`src/rtl/pmr_pkg.sv`:
```
// Constants and types for the power-management register bank
package pmr_pkg;

    // Register byte addresses (low address byte)
    localparam logic [7:0] OFF_CAPS = 8'hA0;
    localparam logic [7:0] OFF_POWER_STATE_CONTROL_STATUS = 8'hA4;
    localparam logic [7:0] OFF_IRQ_STATUS = 8'hA8;
    localparam logic [7:0] OFF_IRQ_MASK = 8'hAC;

    // Capability field positions and fixed values
    localparam int CAP_LIGHT_SLEEP_BIT = 9;
    localparam int CAP_RSVD_LSB = 6;
    localparam int CAP_DSI_BIT = 5;
    localparam int CAP_AUX_BIT = 4;
    localparam int CAP_CLK_BIT = 3;
    localparam int CAP_VER_LSB = 0;
    localparam logic [2:0] CAP_VERSION = 3'h2;

    // Control/status field positions
    localparam int CSR_WES_BIT = 15;
    localparam int CSR_WAE_BIT = 8;
    localparam int CSR_PSF_LSB = 0;

    // Power states
    localparam logic [1:0] PS_D0 = 2'h0;
    localparam logic [1:0] PS_D1 = 2'h1;
    localparam logic [1:0] PS_D2 = 2'h2;
    localparam logic [1:0] PS_D3HOT = 2'h3;

    // Interrupt bits
    localparam int IRQ_WAKE_BIT = 0;
    localparam int IRQ_D0_ENTRY_BIT = 1;
    localparam logic [1:0] IRQ_RESET = 2'h0;

    // Control/status register layout
    typedef struct packed {
        logic wake_event_status;
        logic [1:0] data_scale_field;
        logic [3:0] data_select_field;
        logic wake_assert_enable;
        logic [5:0] reserved;
        logic [1:0] power_state_field;
    } pmr_csr_t;

    localparam pmr_csr_t CSR_RESET = 16'h0000;

    // Bus sequencer states
    typedef enum logic [1:0] {
        BUS_IDLE = 2'b01,
        BUS_RDWAIT = 2'b10
    } pmr_bus_state_t;

endpackage

```
`src/rtl/pmr_power_mgmt_regs.sv`:
```
// Power-management capability and control/status registers behind an AHB-Lite slave
//
// How it works
// - The light-sleep support bit of the capability register always reads one.
// - Capability bits eight to six always read zero.
// - The device-specific initialization bit always reads zero.
// - The auxiliary power bit is read-only and reads zero whenever cold-state wake is not supported.
// - The wake-needs-clock bit is read-only and fixed for a function that can signal wake.
// - The version field always reads the pattern 010.
// - Writing D0 while in D3hot raises a one-cycle internal reset for the rest of the function.
// - The control/status register keeps its contents across that internal reset.
// - A wake event sets the wake status bit whatever the wake enable says.
// - Writing one to wake status clears it and drops the wake output; writing zero does nothing.
// - Data scale and data select fields always read zero.
// - Wake enable gates the wake output; a write loads it from bit eight, the global reset or reset_n clears it, and the bus reset leaves it.
// - Control/status bits seven to two always read zero.
// - The power-state field reads the current state and a write moves to the written state.
// - Wake status survives bus reset while wake is enabled, otherwise either reset clears it.
//
// Decided for this implementation: the AHB-Lite register port.
`timescale 1ns/100ps
module pmr_power_mgmt_regs #(
    parameter logic AUX_POWER_FROM_SYSTEM = 1'b1,
    parameter logic WAKE_NEEDS_CLOCK = 1'b0
) (
    // Clock and reset
    input wire logic clock,
    input wire logic reset_n,
    // AHB-Lite slave
    input wire logic hsel,
    input wire logic [31:0] haddr,
    input wire logic [1:0] htrans,
    input wire logic hwrite,
    input wire logic [2:0] hsize,
    input wire logic [31:0] hwdata,
    input wire logic hready,
    output logic hreadyout,
    output logic hresp,
    output logic [31:0] hrdata,
    // Device side
    input wire logic global_reset_n,
    input wire logic primary_bus_reset_n,
    input wire logic wake_event_request,
    input wire logic d3cold_wake_capable,
    output logic wake_event_signal_n,
    output logic [1:0] power_state_field,
    output logic internal_reset,
    output logic irq
);

    // Reset synchroniser
    logic rst_meta_ff;
    logic rst_sync_ff;

    always_ff @(posedge clock or negedge reset_n) begin
        if (!reset_n) begin
            rst_meta_ff <= 1'b0;
            rst_sync_ff <= 1'b0;
        end else begin
            rst_meta_ff <= 1'b1;
            rst_sync_ff <= rst_meta_ff;
        end
    end

    function automatic logic pmr_hit(input logic [7:0] addr, input logic [7:0] off);
        pmr_hit = (addr == off);
    endfunction

    // State
    pmr_pkg::pmr_csr_t csr_ff, nxt_csr;
    logic [1:0] irq_status_ff, nxt_irq_status;
    logic [1:0] irq_mask_ff, nxt_irq_mask;
    logic wake_n_ff, nxt_wake_n;
    logic irq_ff, nxt_irq;
    logic intrst_ff, nxt_intrst;
    pmr_pkg::pmr_bus_state_t bus_state_ff, nxt_bus_state;
    logic wr_pend_ff, nxt_wr_pend;
    logic [7:0] wr_addr_ff, nxt_wr_addr;
    logic [7:0] rd_addr_ff, nxt_rd_addr;
    logic hreadyout_ff, nxt_hreadyout;
    logic [31:0] hrdata_ff, nxt_hrdata;

    logic wr_csr;
    logic wr_mask;
    logic rd_clear;
    logic d0_entry;
    logic [15:0] caps_word;

    // Capability word
    always_comb begin
        caps_word = 16'h0000;
        caps_word[pmr_pkg::CAP_LIGHT_SLEEP_BIT] = 1'b1;
        caps_word[pmr_pkg::CAP_RSVD_LSB +: 3] = 3'h0;
        caps_word[pmr_pkg::CAP_DSI_BIT] = 1'b0;
        caps_word[pmr_pkg::CAP_AUX_BIT] = AUX_POWER_FROM_SYSTEM & d3cold_wake_capable;
        caps_word[pmr_pkg::CAP_CLK_BIT] = WAKE_NEEDS_CLOCK;
        caps_word[pmr_pkg::CAP_VER_LSB +: 3] = pmr_pkg::CAP_VERSION;
    end

    // Register next values
    always_comb begin
        nxt_csr = csr_ff;
        nxt_irq_status = irq_status_ff;
        nxt_irq_mask = irq_mask_ff;
        wr_csr = wr_pend_ff && pmr_hit(wr_addr_ff, pmr_pkg::OFF_POWER_STATE_CONTROL_STATUS);
        wr_mask = wr_pend_ff && pmr_hit(wr_addr_ff, pmr_pkg::OFF_IRQ_MASK);
        rd_clear = (bus_state_ff == pmr_pkg::BUS_RDWAIT) && pmr_hit(rd_addr_ff, pmr_pkg::OFF_IRQ_STATUS);
        d0_entry = wr_csr && (csr_ff.power_state_field == pmr_pkg::PS_D3HOT)
            && (hwdata[pmr_pkg::CSR_PSF_LSB +: 2] == pmr_pkg::PS_D0);
        if (wr_csr) begin
            nxt_csr.power_state_field = hwdata[pmr_pkg::CSR_PSF_LSB +: 2];
            nxt_csr.wake_assert_enable = hwdata[pmr_pkg::CSR_WAE_BIT];
            if (hwdata[pmr_pkg::CSR_WES_BIT]) begin
                nxt_csr.wake_event_status = 1'b0;
            end
        end
        if (wake_event_request) begin
            nxt_csr.wake_event_status = 1'b1;
        end
        if (!primary_bus_reset_n) begin
            nxt_csr.power_state_field = pmr_pkg::PS_D0;
            if (!csr_ff.wake_assert_enable) begin
                nxt_csr.wake_event_status = 1'b0;
            end
        end
        if (!global_reset_n) begin
            nxt_csr = pmr_pkg::CSR_RESET;
        end
        nxt_intrst = d0_entry && global_reset_n && primary_bus_reset_n;
        // Internal reset leaves the control/status register alone
        if (rd_clear) begin
            nxt_irq_status = pmr_pkg::IRQ_RESET;
        end
        if (wr_mask) begin
            nxt_irq_mask = hwdata[1:0];
        end
        if (wake_event_request) begin
            nxt_irq_status[pmr_pkg::IRQ_WAKE_BIT] = 1'b1;
        end
        if (nxt_intrst) begin
            nxt_irq_status[pmr_pkg::IRQ_D0_ENTRY_BIT] = 1'b1;
        end
        nxt_wake_n = !(nxt_csr.wake_event_status && nxt_csr.wake_assert_enable);
        nxt_irq = |(nxt_irq_status & nxt_irq_mask);
    end

    always_ff @(posedge clock or negedge rst_sync_ff) begin
        if (!rst_sync_ff) begin
            csr_ff <= pmr_pkg::CSR_RESET;
            irq_status_ff <= pmr_pkg::IRQ_RESET;
            irq_mask_ff <= pmr_pkg::IRQ_RESET;
            wake_n_ff <= 1'b1;
            irq_ff <= 1'b0;
            intrst_ff <= 1'b0;
        end else begin
            csr_ff <= nxt_csr;
            irq_status_ff <= nxt_irq_status;
            irq_mask_ff <= nxt_irq_mask;
            wake_n_ff <= nxt_wake_n;
            irq_ff <= nxt_irq;
            intrst_ff <= nxt_intrst;
        end
    end

    // Bus sequencer next values
    always_comb begin
        nxt_bus_state = bus_state_ff;
        nxt_wr_pend = 1'b0;
        nxt_wr_addr = wr_addr_ff;
        nxt_rd_addr = rd_addr_ff;
        nxt_hreadyout = hreadyout_ff;
        nxt_hrdata = hrdata_ff;
        case (bus_state_ff)
            pmr_pkg::BUS_IDLE: begin
                nxt_hreadyout = 1'b1;
                if (hsel && htrans[1] && hready) begin
                    if (hwrite) begin
                        nxt_wr_pend = 1'b1;
                        nxt_wr_addr = haddr[7:0];
                    end else begin
                        nxt_rd_addr = haddr[7:0];
                        nxt_hreadyout = 1'b0;
                        nxt_bus_state = pmr_pkg::BUS_RDWAIT;
                    end
                end
            end
            pmr_pkg::BUS_RDWAIT: begin
                nxt_hrdata = 32'h0000_0000;
                if (pmr_hit(rd_addr_ff, pmr_pkg::OFF_CAPS)) begin
                    nxt_hrdata[15:0] = caps_word;
                end else if (pmr_hit(rd_addr_ff, pmr_pkg::OFF_POWER_STATE_CONTROL_STATUS)) begin
                    nxt_hrdata[15:0] = csr_ff;
                end else if (pmr_hit(rd_addr_ff, pmr_pkg::OFF_IRQ_STATUS)) begin
                    nxt_hrdata[1:0] = irq_status_ff;
                end else if (pmr_hit(rd_addr_ff, pmr_pkg::OFF_IRQ_MASK)) begin
                    nxt_hrdata[1:0] = irq_mask_ff;
                end
                nxt_hreadyout = 1'b1;
                nxt_bus_state = pmr_pkg::BUS_IDLE;
            end
            default: begin
                nxt_hreadyout = 1'b1;
                nxt_bus_state = pmr_pkg::BUS_IDLE;
            end
        endcase
    end

    always_ff @(posedge clock or negedge rst_sync_ff) begin
        if (!rst_sync_ff) begin
            bus_state_ff <= pmr_pkg::BUS_IDLE;
            wr_pend_ff <= 1'b0;
            wr_addr_ff <= 8'h00;
            rd_addr_ff <= 8'h00;
            hreadyout_ff <= 1'b1;
            hrdata_ff <= 32'h0000_0000;
        end else begin
            bus_state_ff <= nxt_bus_state;
            wr_pend_ff <= nxt_wr_pend;
            wr_addr_ff <= nxt_wr_addr;
            rd_addr_ff <= nxt_rd_addr;
            hreadyout_ff <= nxt_hreadyout;
            hrdata_ff <= nxt_hrdata;
        end
    end

    // Outputs
    assign hreadyout = hreadyout_ff;
    assign hresp = 1'b0 & hreadyout_ff;
    assign hrdata = hrdata_ff;
    assign wake_event_signal_n = wake_n_ff;
    assign power_state_field = csr_ff.power_state_field;
    assign internal_reset = intrst_ff;
    assign irq = irq_ff;

    // Checks
    logic rd_caps;
    logic rd_csr;
    assign rd_caps = (bus_state_ff == pmr_pkg::BUS_RDWAIT) && pmr_hit(rd_addr_ff, pmr_pkg::OFF_CAPS);
    assign rd_csr = (bus_state_ff == pmr_pkg::BUS_RDWAIT) && pmr_hit(rd_addr_ff, pmr_pkg::OFF_POWER_STATE_CONTROL_STATUS);

    property p_light_sleep;
        @(posedge clock) disable iff (!rst_sync_ff) rd_caps |=> hreadyout_ff && hrdata_ff[9];
    endproperty
    a_light_sleep: assert property (p_light_sleep) else $error("light sleep bit not one");

    property p_caps_rsvd;
        @(posedge clock) disable iff (!rst_sync_ff) rd_caps |=> hrdata_ff[8:6] == 3'h0;
    endproperty
    a_caps_rsvd: assert property (p_caps_rsvd) else $error("capability reserved bits not zero");

    property p_dsi;
        @(posedge clock) disable iff (!rst_sync_ff) rd_caps |=> !hrdata_ff[5];
    endproperty
    a_dsi: assert property (p_dsi) else $error("init bit not zero");

    property p_aux;
        @(posedge clock) disable iff (!rst_sync_ff) rd_caps && !d3cold_wake_capable |=> !hrdata_ff[4];
    endproperty
    a_aux: assert property (p_aux) else $error("aux power bit set without cold wake");

    property p_wake_clk;
        @(posedge clock) disable iff (!rst_sync_ff) rd_caps |=> hrdata_ff[3] == WAKE_NEEDS_CLOCK;
    endproperty
    a_wake_clk: assert property (p_wake_clk) else $error("wake clock bit wrong");

    property p_version;
        @(posedge clock) disable iff (!rst_sync_ff) rd_caps |=> hrdata_ff[2:0] == 3'h2;
    endproperty
    a_version: assert property (p_version) else $error("version field wrong");

    property p_d0_entry;
        @(posedge clock) disable iff (!rst_sync_ff)
            wr_csr && csr_ff.power_state_field == 2'h3 && hwdata[1:0] == 2'h0
            && global_reset_n && primary_bus_reset_n |=> internal_reset ##1 !internal_reset;
    endproperty
    a_d0_entry: assert property (p_d0_entry) else $error("no one-cycle internal reset on D3hot to D0");

    property p_csr_kept;
        @(posedge clock) disable iff (!rst_sync_ff)
            internal_reset && global_reset_n && primary_bus_reset_n && !wr_csr && !wake_event_request
            |-> power_state_field == 2'h0 && csr_ff.wake_assert_enable == $past(hwdata[8]) ##1 $stable(csr_ff);
    endproperty
    a_csr_kept: assert property (p_csr_kept) else $error("control/status lost on internal reset");

    property p_wake_set;
        @(posedge clock) disable iff (!rst_sync_ff)
            wake_event_request && global_reset_n && (primary_bus_reset_n || csr_ff.wake_assert_enable)
            |=> csr_ff.wake_event_status;
    endproperty
    a_wake_set: assert property (p_wake_set) else $error("wake status not set by event");

    property p_wake_clear;
        @(posedge clock) disable iff (!rst_sync_ff)
            wr_csr && hwdata[15] && !wake_event_request |=> !csr_ff.wake_event_status && wake_event_signal_n;
    endproperty
    a_wake_clear: assert property (p_wake_clear) else $error("write one did not clear wake");

    property p_wake_keep;
        @(posedge clock) disable iff (!rst_sync_ff)
            wr_csr && !hwdata[15] && csr_ff.wake_event_status && global_reset_n
            && (primary_bus_reset_n || csr_ff.wake_assert_enable) |=> csr_ff.wake_event_status;
    endproperty
    a_wake_keep: assert property (p_wake_keep) else $error("write zero changed wake status");

    property p_data_fields;
        @(posedge clock) disable iff (!rst_sync_ff) rd_csr |=> hrdata_ff[14:9] == 6'h00;
    endproperty
    a_data_fields: assert property (p_data_fields) else $error("data fields not zero");

    property p_enable_global_reset;
        @(posedge clock) disable iff (!rst_sync_ff)
            !global_reset_n |=> !csr_ff.wake_assert_enable && !csr_ff.wake_event_status;
    endproperty
    a_enable_global_reset: assert property (p_enable_global_reset) else $error("global reset did not clear");

    property p_enable_primary_bus_reset;
        @(posedge clock) disable iff (!rst_sync_ff)
            !primary_bus_reset_n && global_reset_n && !wr_csr |=> $stable(csr_ff.wake_assert_enable);
    endproperty
    a_enable_primary_bus_reset: assert property (p_enable_primary_bus_reset) else $error("bus reset touched wake enable");

    property p_csr_rsvd;
        @(posedge clock) disable iff (!rst_sync_ff) rd_csr |=> hrdata_ff[7:2] == 6'h00 && hrdata_ff[31:16] == 16'h0000;
    endproperty
    a_csr_rsvd: assert property (p_csr_rsvd) else $error("reserved control bits not zero");

    property p_state_write;
        @(posedge clock) disable iff (!rst_sync_ff)
            wr_csr && global_reset_n && primary_bus_reset_n |=> power_state_field == $past(hwdata[1:0]);
    endproperty
    a_state_write: assert property (p_state_write) else $error("power state write lost");

    property p_wake_primary_bus_reset;
        @(posedge clock) disable iff (!rst_sync_ff)
            !primary_bus_reset_n && global_reset_n && csr_ff.wake_assert_enable && csr_ff.wake_event_status
            && !wr_csr |=> csr_ff.wake_event_status;
    endproperty
    a_wake_primary_bus_reset: assert property (p_wake_primary_bus_reset) else $error("wake status lost on bus reset while enabled");

    property p_wake_out;
        @(posedge clock) disable iff (!rst_sync_ff)
            wake_event_signal_n == !(csr_ff.wake_event_status && csr_ff.wake_assert_enable);
    endproperty
    a_wake_out: assert property (p_wake_out) else $error("wake output disagrees with status and enable");

    property p_wake_assert;
        @(posedge clock) disable iff (!rst_sync_ff)
            wake_event_request && csr_ff.wake_assert_enable && global_reset_n && !wr_csr |=> !wake_event_signal_n;
    endproperty
    a_wake_assert: assert property (p_wake_assert) else $error("enabled wake event did not drive wake low");

    property p_read_wait;
        @(posedge clock) disable iff (!rst_sync_ff)
            hsel && htrans[1] && hready && !hwrite && hreadyout_ff |=> !hreadyout ##1 hreadyout;
    endproperty
    a_read_wait: assert property (p_read_wait) else $error("read did not take exactly one wait cycle");

    property p_write_nowait;
        @(posedge clock) disable iff (!rst_sync_ff)
            hsel && htrans[1] && hready && hwrite && hreadyout_ff |=> hreadyout && wr_pend_ff;
    endproperty
    a_write_nowait: assert property (p_write_nowait) else $error("write stalled the bus");

    property p_irq_event;
        @(posedge clock) disable iff (!rst_sync_ff)
            wake_event_request && irq_mask_ff[0] && !wr_mask |=> irq;
    endproperty
    a_irq_event: assert property (p_irq_event) else $error("unmasked wake event did not raise irq");

    property p_status_rdclr;
        @(posedge clock) disable iff (!rst_sync_ff)
            rd_clear && !wake_event_request && !wr_csr |=> irq_status_ff == 2'h0;
    endproperty
    a_status_rdclr: assert property (p_status_rdclr) else $error("status read did not clear");

    property p_d0_irq;
        @(posedge clock) disable iff (!rst_sync_ff) internal_reset |-> irq_status_ff[1];
    endproperty
    a_d0_irq: assert property (p_d0_irq) else $error("D0 entry not flagged in status");

endmodule // pmr_power_mgmt_regs

```
`config.mk`:
```
export PLATFORM = sky130hd
export DESIGN_NAME = pmr_power_mgmt_regs
export DESIGN_NICKNAME = d
export VERILOG_FILES = /design/src/rtl/pmr_pkg.sv /design/src/rtl/pmr_power_mgmt_regs.sv
export SDC_FILE = /design/constraint.sdc
export NUM_CORES = 1
export LEC_CHECK = 0
export BUFFER_PORTS_ARGS = -buffer_cell sky130_fd_sc_hd__buf_2
export CORE_ASPECT_RATIO = 1.1
export CORE_UTILIZATION = 45
export CTS_BUF_LIST = sky130_fd_sc_hd__clkbuf_16
export DETAILED_ROUTE_END_ITERATION = 7
export PLACE_DENSITY = 0.86
export SETUP_SLACK_MARGIN = 0.02
export SYNTH_ARGS = -nofsm -noshare
export SYNTH_HDL_FRONTEND = slang
export SYNTH_SLANG_ARGS = --single-unit
export TNS_END_PERCENT = 30
```
`constraint.sdc`:
```
create_clock -name clock -period 1.9 [get_ports clock]
set_clock_uncertainty 0.05 [all_clocks]
set_input_delay 0.19 -clock clock [delete_from_list [all_inputs] [get_ports clock]]
set_output_delay 0.19 -clock clock [all_outputs]
set_load 0.01 [all_outputs]
```
=== Word level (Yosys, flattened, before mapping) ===
Cells that the tools add are included.

* Flip-flop bits (word level): 49
* Input port bits: 78
* Output and inout port bits: 39
* Word-level logic and storage cells: 72

* Equality and inequality tests: 12
* Mux-type cells: 26
* Bitwise logic cells: 2
* Reduce and logical (&&, ||, !) cells: 16

{| class="wikitable"
|+ Operators by type and width
! kind !! number
|-
| $eq A8 B8 Y1 const B || 6
|-
| $mux W16 || 2
|-
| $mux W2 || 10
|-
| $mux W14 || 1
|-
| $mux W1 || 13
|-
| $logic_and A1 B1 Y1 || 10
|-
| $reduce_and A3 Y1 || 2
|-
| $eq A2 B2 Y1 const B || 2
|-
| $ne A2 B2 Y1 const B || 2
|-
| $ne A3 B2 Y1 const B || 1
|-
| $and A2 B2 Y2 || 1
|-
| $eq A2 B1 Y1 const B || 1
|-
| $logic_not A2 Y1 || 1
|-
| $reduce_and A2 Y1 || 1
|-
| $reduce_or A2 Y1 || 1
|-
| $logic_not A1 Y1 || 1
|-
| $not A1 Y1 || 1
|}

=== Depth between registers and ports, before layout ===
* Word-level depth: 9
* Depth in mapped cells: 5

=== Worst setup path after synthesis ===
Ideal clock, no wire load.

* Kind: register to register
* Start point: register wr_addr_ff[1]
* End point: register irq_ff (netlist: irq)
* Setup time: 0.126 ns
* Arrival: 1.656 ns
* Data required time: 1.724 ns
* Path slack: 0.068 ns
* Cell stages (with the launch flop): 5
* Buffers on the path: 0
* Clock period less this slack: 1.832 ns
* Cells stage by stage: dfrtp_1 > or4b_4 > or3_4 > mux2_4 > o2bb2ai_1

* Elaborated cells on any way between the ends: 12

{| class="wikitable"
|+ RTL lines
! what !! RTL line !! source
|-
| start: declaration || pmr_power_mgmt_regs.sv:78 || <nowiki>logic [7:0] wr_addr_ff, nxt_wr_addr;</nowiki>
|-
| start signal: assignment || pmr_power_mgmt_regs.sv:219 || <nowiki>wr_addr_ff <= nxt_wr_addr;</nowiki>
|-
| $eq A8 B8 Y1 || pmr_power_mgmt_regs.sv:66 || <nowiki>pmr_hit = (addr == off);</nowiki>
|-
| $logic_and A1 B1 Y1 || pmr_power_mgmt_regs.sv:106 || <nowiki>wr_mask = wr_pend_ff && pmr_hit(wr_addr_ff, pmr_pkg::OFF_IRQ_MASK);</nowiki>
|-
| $mux W2 || pmr_power_mgmt_regs.sv:134 || <nowiki>if (wr_mask) begin</nowiki>
|-
| net nxt_irq_mask[0] || pmr_power_mgmt_regs.sv:72 || <nowiki>logic [1:0] irq_mask_ff, nxt_irq_mask;</nowiki>
|-
| $and A2 B2 Y2 || pmr_power_mgmt_regs.sv:144 || <nowiki>nxt_irq = |(nxt_irq_status & nxt_irq_mask);</nowiki>
|-
| $reduce_or A2 Y1 || pmr_power_mgmt_regs.sv:144 ||
|-
| net nxt_irq || pmr_power_mgmt_regs.sv:74 || <nowiki>logic irq_ff, nxt_irq;</nowiki>
|-
| end signal: assignment || pmr_power_mgmt_regs.sv:160 || <nowiki>irq_ff <= nxt_irq;</nowiki>
|-
| end: declaration || pmr_power_mgmt_regs.sv:74 ||
|}

The timed path passes the listed nets, and every way through them passes these cells.
A chain may end at the register's enable or synchronous reset.

=== Final worst setup path ===
Ends and elaborated chain as after synthesis.

==> metrics <==
status=complete, but fails checks; failing checks=setup timing; Chip Height=68.7 µm; Core ar.=3770 µm²; wire per inst=12.7 µm; Overall Power=0.00213 W; H-tree depth=2; post-detail-place hpwl=2340 µm; Worst Path Required=2.01 ns; kind of critical path=flop to flop; Crit-path slowest cell=or4b_4; synth warn=0; Slowest Stage Delay on Critical Path=0.54 ns; max-cap viol count=0; WP data arrival=2.02 ns; Slew Viols, Final=0; fin crit share=1.01; GR Overflow Total=0; Final min period=1.92 ns; worst hold path cell count=2; IO Count=117; Final Non-Filler Cells=245; die area=4310 µm²; drt total wl=3110 µm; Seq cells post-synth=39; top cell family by delay on the critical path=simple AND/OR/NAND/NOR gates; setup slack, reg-to-reg=-0.02 ns; clk buf depth=2; TritonCTS Buffers=5; switching pwr=0.000474 W; Area growth, synth to finish=17.0%; number of global-route vias before repair=1131; largest net degree at the start of global routing=37; ys async rst share=1.00; cells after synthesis=155; Synth Flop Type=dfrtp_1; R2R depth=4; switch share=0.223; CP Max Fanout=2; setup violators final=1; initial antenna violation count=0; Seq pwr share=0.466; EDFF count, synth=0; Critical Path, Cell by Cell=or4b_4 > or3_4 > mux2_4 > o2bb2ai_2; gp weighted congestion=0.811; Initial DRT Pass Iterations=4; row count=23; Antenna Nets Post-Route=0; RSZ-0062 raised after global routing=yes; nets=272; Initial Utilization=0.483; CTS tree=built; share of layout cells above drive strength 1=0.369; clk_lat worst skew=0.28 ns; Reg clk slew, reported paths=0.05 ns; # placed instances=236; Seq/Total Area, Yosys=0.538; # diodes=0; Total GRT Usage=0.161; aggregate negative setup slack=-0.0157 ns; most common cell after layout, fill and taps aside=dfrtp_1; drt drc=0; critical path depth=4; endpoint class of the critical path=flop; Critical Path Source Type=flop; Clk pwr share=0.427; Peak VDD IR=0.734 mV; combinational share of power=0.106; Int Power=0.00165 W; setup ws final=-0.0157 ns; DRT iter0 DRCs=25; Hold Vio Cnt, Final=0; total number of vias=1191; die span in x=62.7 µm; first-pass GRT wire length=5080 µm; PwrDens=998 nW/µm²; Syn Area/Cell=11.8 µm²; static leakage=1.05 nW; Root Buffer=clkbuf_16; CTS Sinks=39; Port Buffers=33; Max Freq=522 MHz; commonest non-fill, non-tap cells in the layout=36 x dfrtp_1, 33 x buf_2, 28 x conb_1; Syn Std Cell Area=1820 µm²; worst hold path class=primary input to flop; Synth cell types=40; Avg Vias per Cell=4.86; Crit path buffers/inverters=0; total setup buffers inserted after CTS=0
-- power groups by stage --
stage / Clock, W / Sequential, W / Combinational, W
2_1_floorplan: 0 / 0.000984 / 0.000206
3_3_place_gp: 0 / 0.000995 / 0.000215
3_5_place_dp: 0 / 0.00100 / 0.000225
4_1_cts: 0.000931 / 0.000991 / 0.000229
5_1_grt: 0.000962 / 0.00100 / 0.000253
6_report: 0.000909 / 0.000992 / 0.000226
-- cell type report --
cell class / count / area (µm²)
fillers: 352 / 1640
flip-flops and latches: 39 / 980
inverters: 8 / 30.0
clock buffers: 5 / 125
repair buffers: 39 / 213
clock inverters: 3 / 38.8
multi-input cells: 101 / 683
well taps: 50 / 62.6
-- kinds of logic after synthesis --
family,share of synthesized area
buffers and inverters,0.144
AO/OA/AOI/OAI,0.0563
flip-flops,0.538
AND/OR/NAND/NOR,0.123
other,0.00412
multiplexers,0.135
-- registers in the layout, indices dropped and copies added, names as in the netlist, 2 cells and up --
| signal | cells |
|---|---|
| rd_addr_ff | 8 |
| wr_addr_ff | 8 |
| hrdata | 6 |
| bus_state_ff | 2 |
| csr_ff | 2 |
| irq_mask_ff | 2 |
| irq_status_ff | 2 |
| power_state_field | 2 |
-- final timing paths --
| check | startpoint | endpoint |
|---|---|---|
| min reg2reg | rst_sync_ff | wake_event_signal_n |
| min in group asynchronous | rst_sync_ff | wake_event_signal_n |
| min | haddr[6] | wr_addr_ff[6] |
| max | wr_addr_ff[1] | irq |
| max in group asynchronous | rst_sync_ff | hreadyout |
| max reg2reg | wr_addr_ff[1] | irq |
-- Yosys cell counts (2+ instances only) --
cell,instances,area share
a21o_1,3,0.012
inv_1,8,0.016
mux2_2,16,0.099
clkbuf_1,3,0.0062
buf_4,29,0.12
nand3_1,2,0.0055
dfstp_2,3,0.043
conb_1,2,0.0041
nand2b_1,3,0.010
nand2_1,10,0.021
o21ai_0,3,0.0082
mux2i_1,5,0.027
nor2_1,6,0.012
dfrtp_1,36,0.49
-- metal layers --
| metal | wire [µm] | up-vias | track usage |
|---|---|---|---|
| met4 | 34 | 0 | 0.0523 |
| met5 | 0 | - | 0 |
| met2 | 1590 | 50 | 0.296 |
| met1 | 1290 | 587 | 0.172 |
| li1 | - | 550 | - |
| met3 | 193 | 4 | 0.0625 |
-- what timing repair did --
action	4_1_cts	5_1_grt
setup endpoints to repair	1	5
resized for setup	1	0
endpoints found under the hold margin	2	0
gates cloned	0	0
hold buffers	1	0
-- through the flow --
step | setup slack, ns | instance area (µm²) | utilization | hold WS [ns]
5_1_grt | -0.0550 | 2130 | 0.566 | 0.114
3_3_place_gp | 0.0276 | 1950 | 0.518 | -0.0733
6_report | -0.0157 | 2130 | 0.566 | 0.107
2_1_floorplan | 0.0681 | 1920 | - | -0.156
3_5_place_dp | 0.00501 | 1950 | 0.518 | -0.0736
4_1_cts | -0.0129 | 2130 | 0.566 | 0.103
Note: power is estimated with default switching activity, not from simulation.
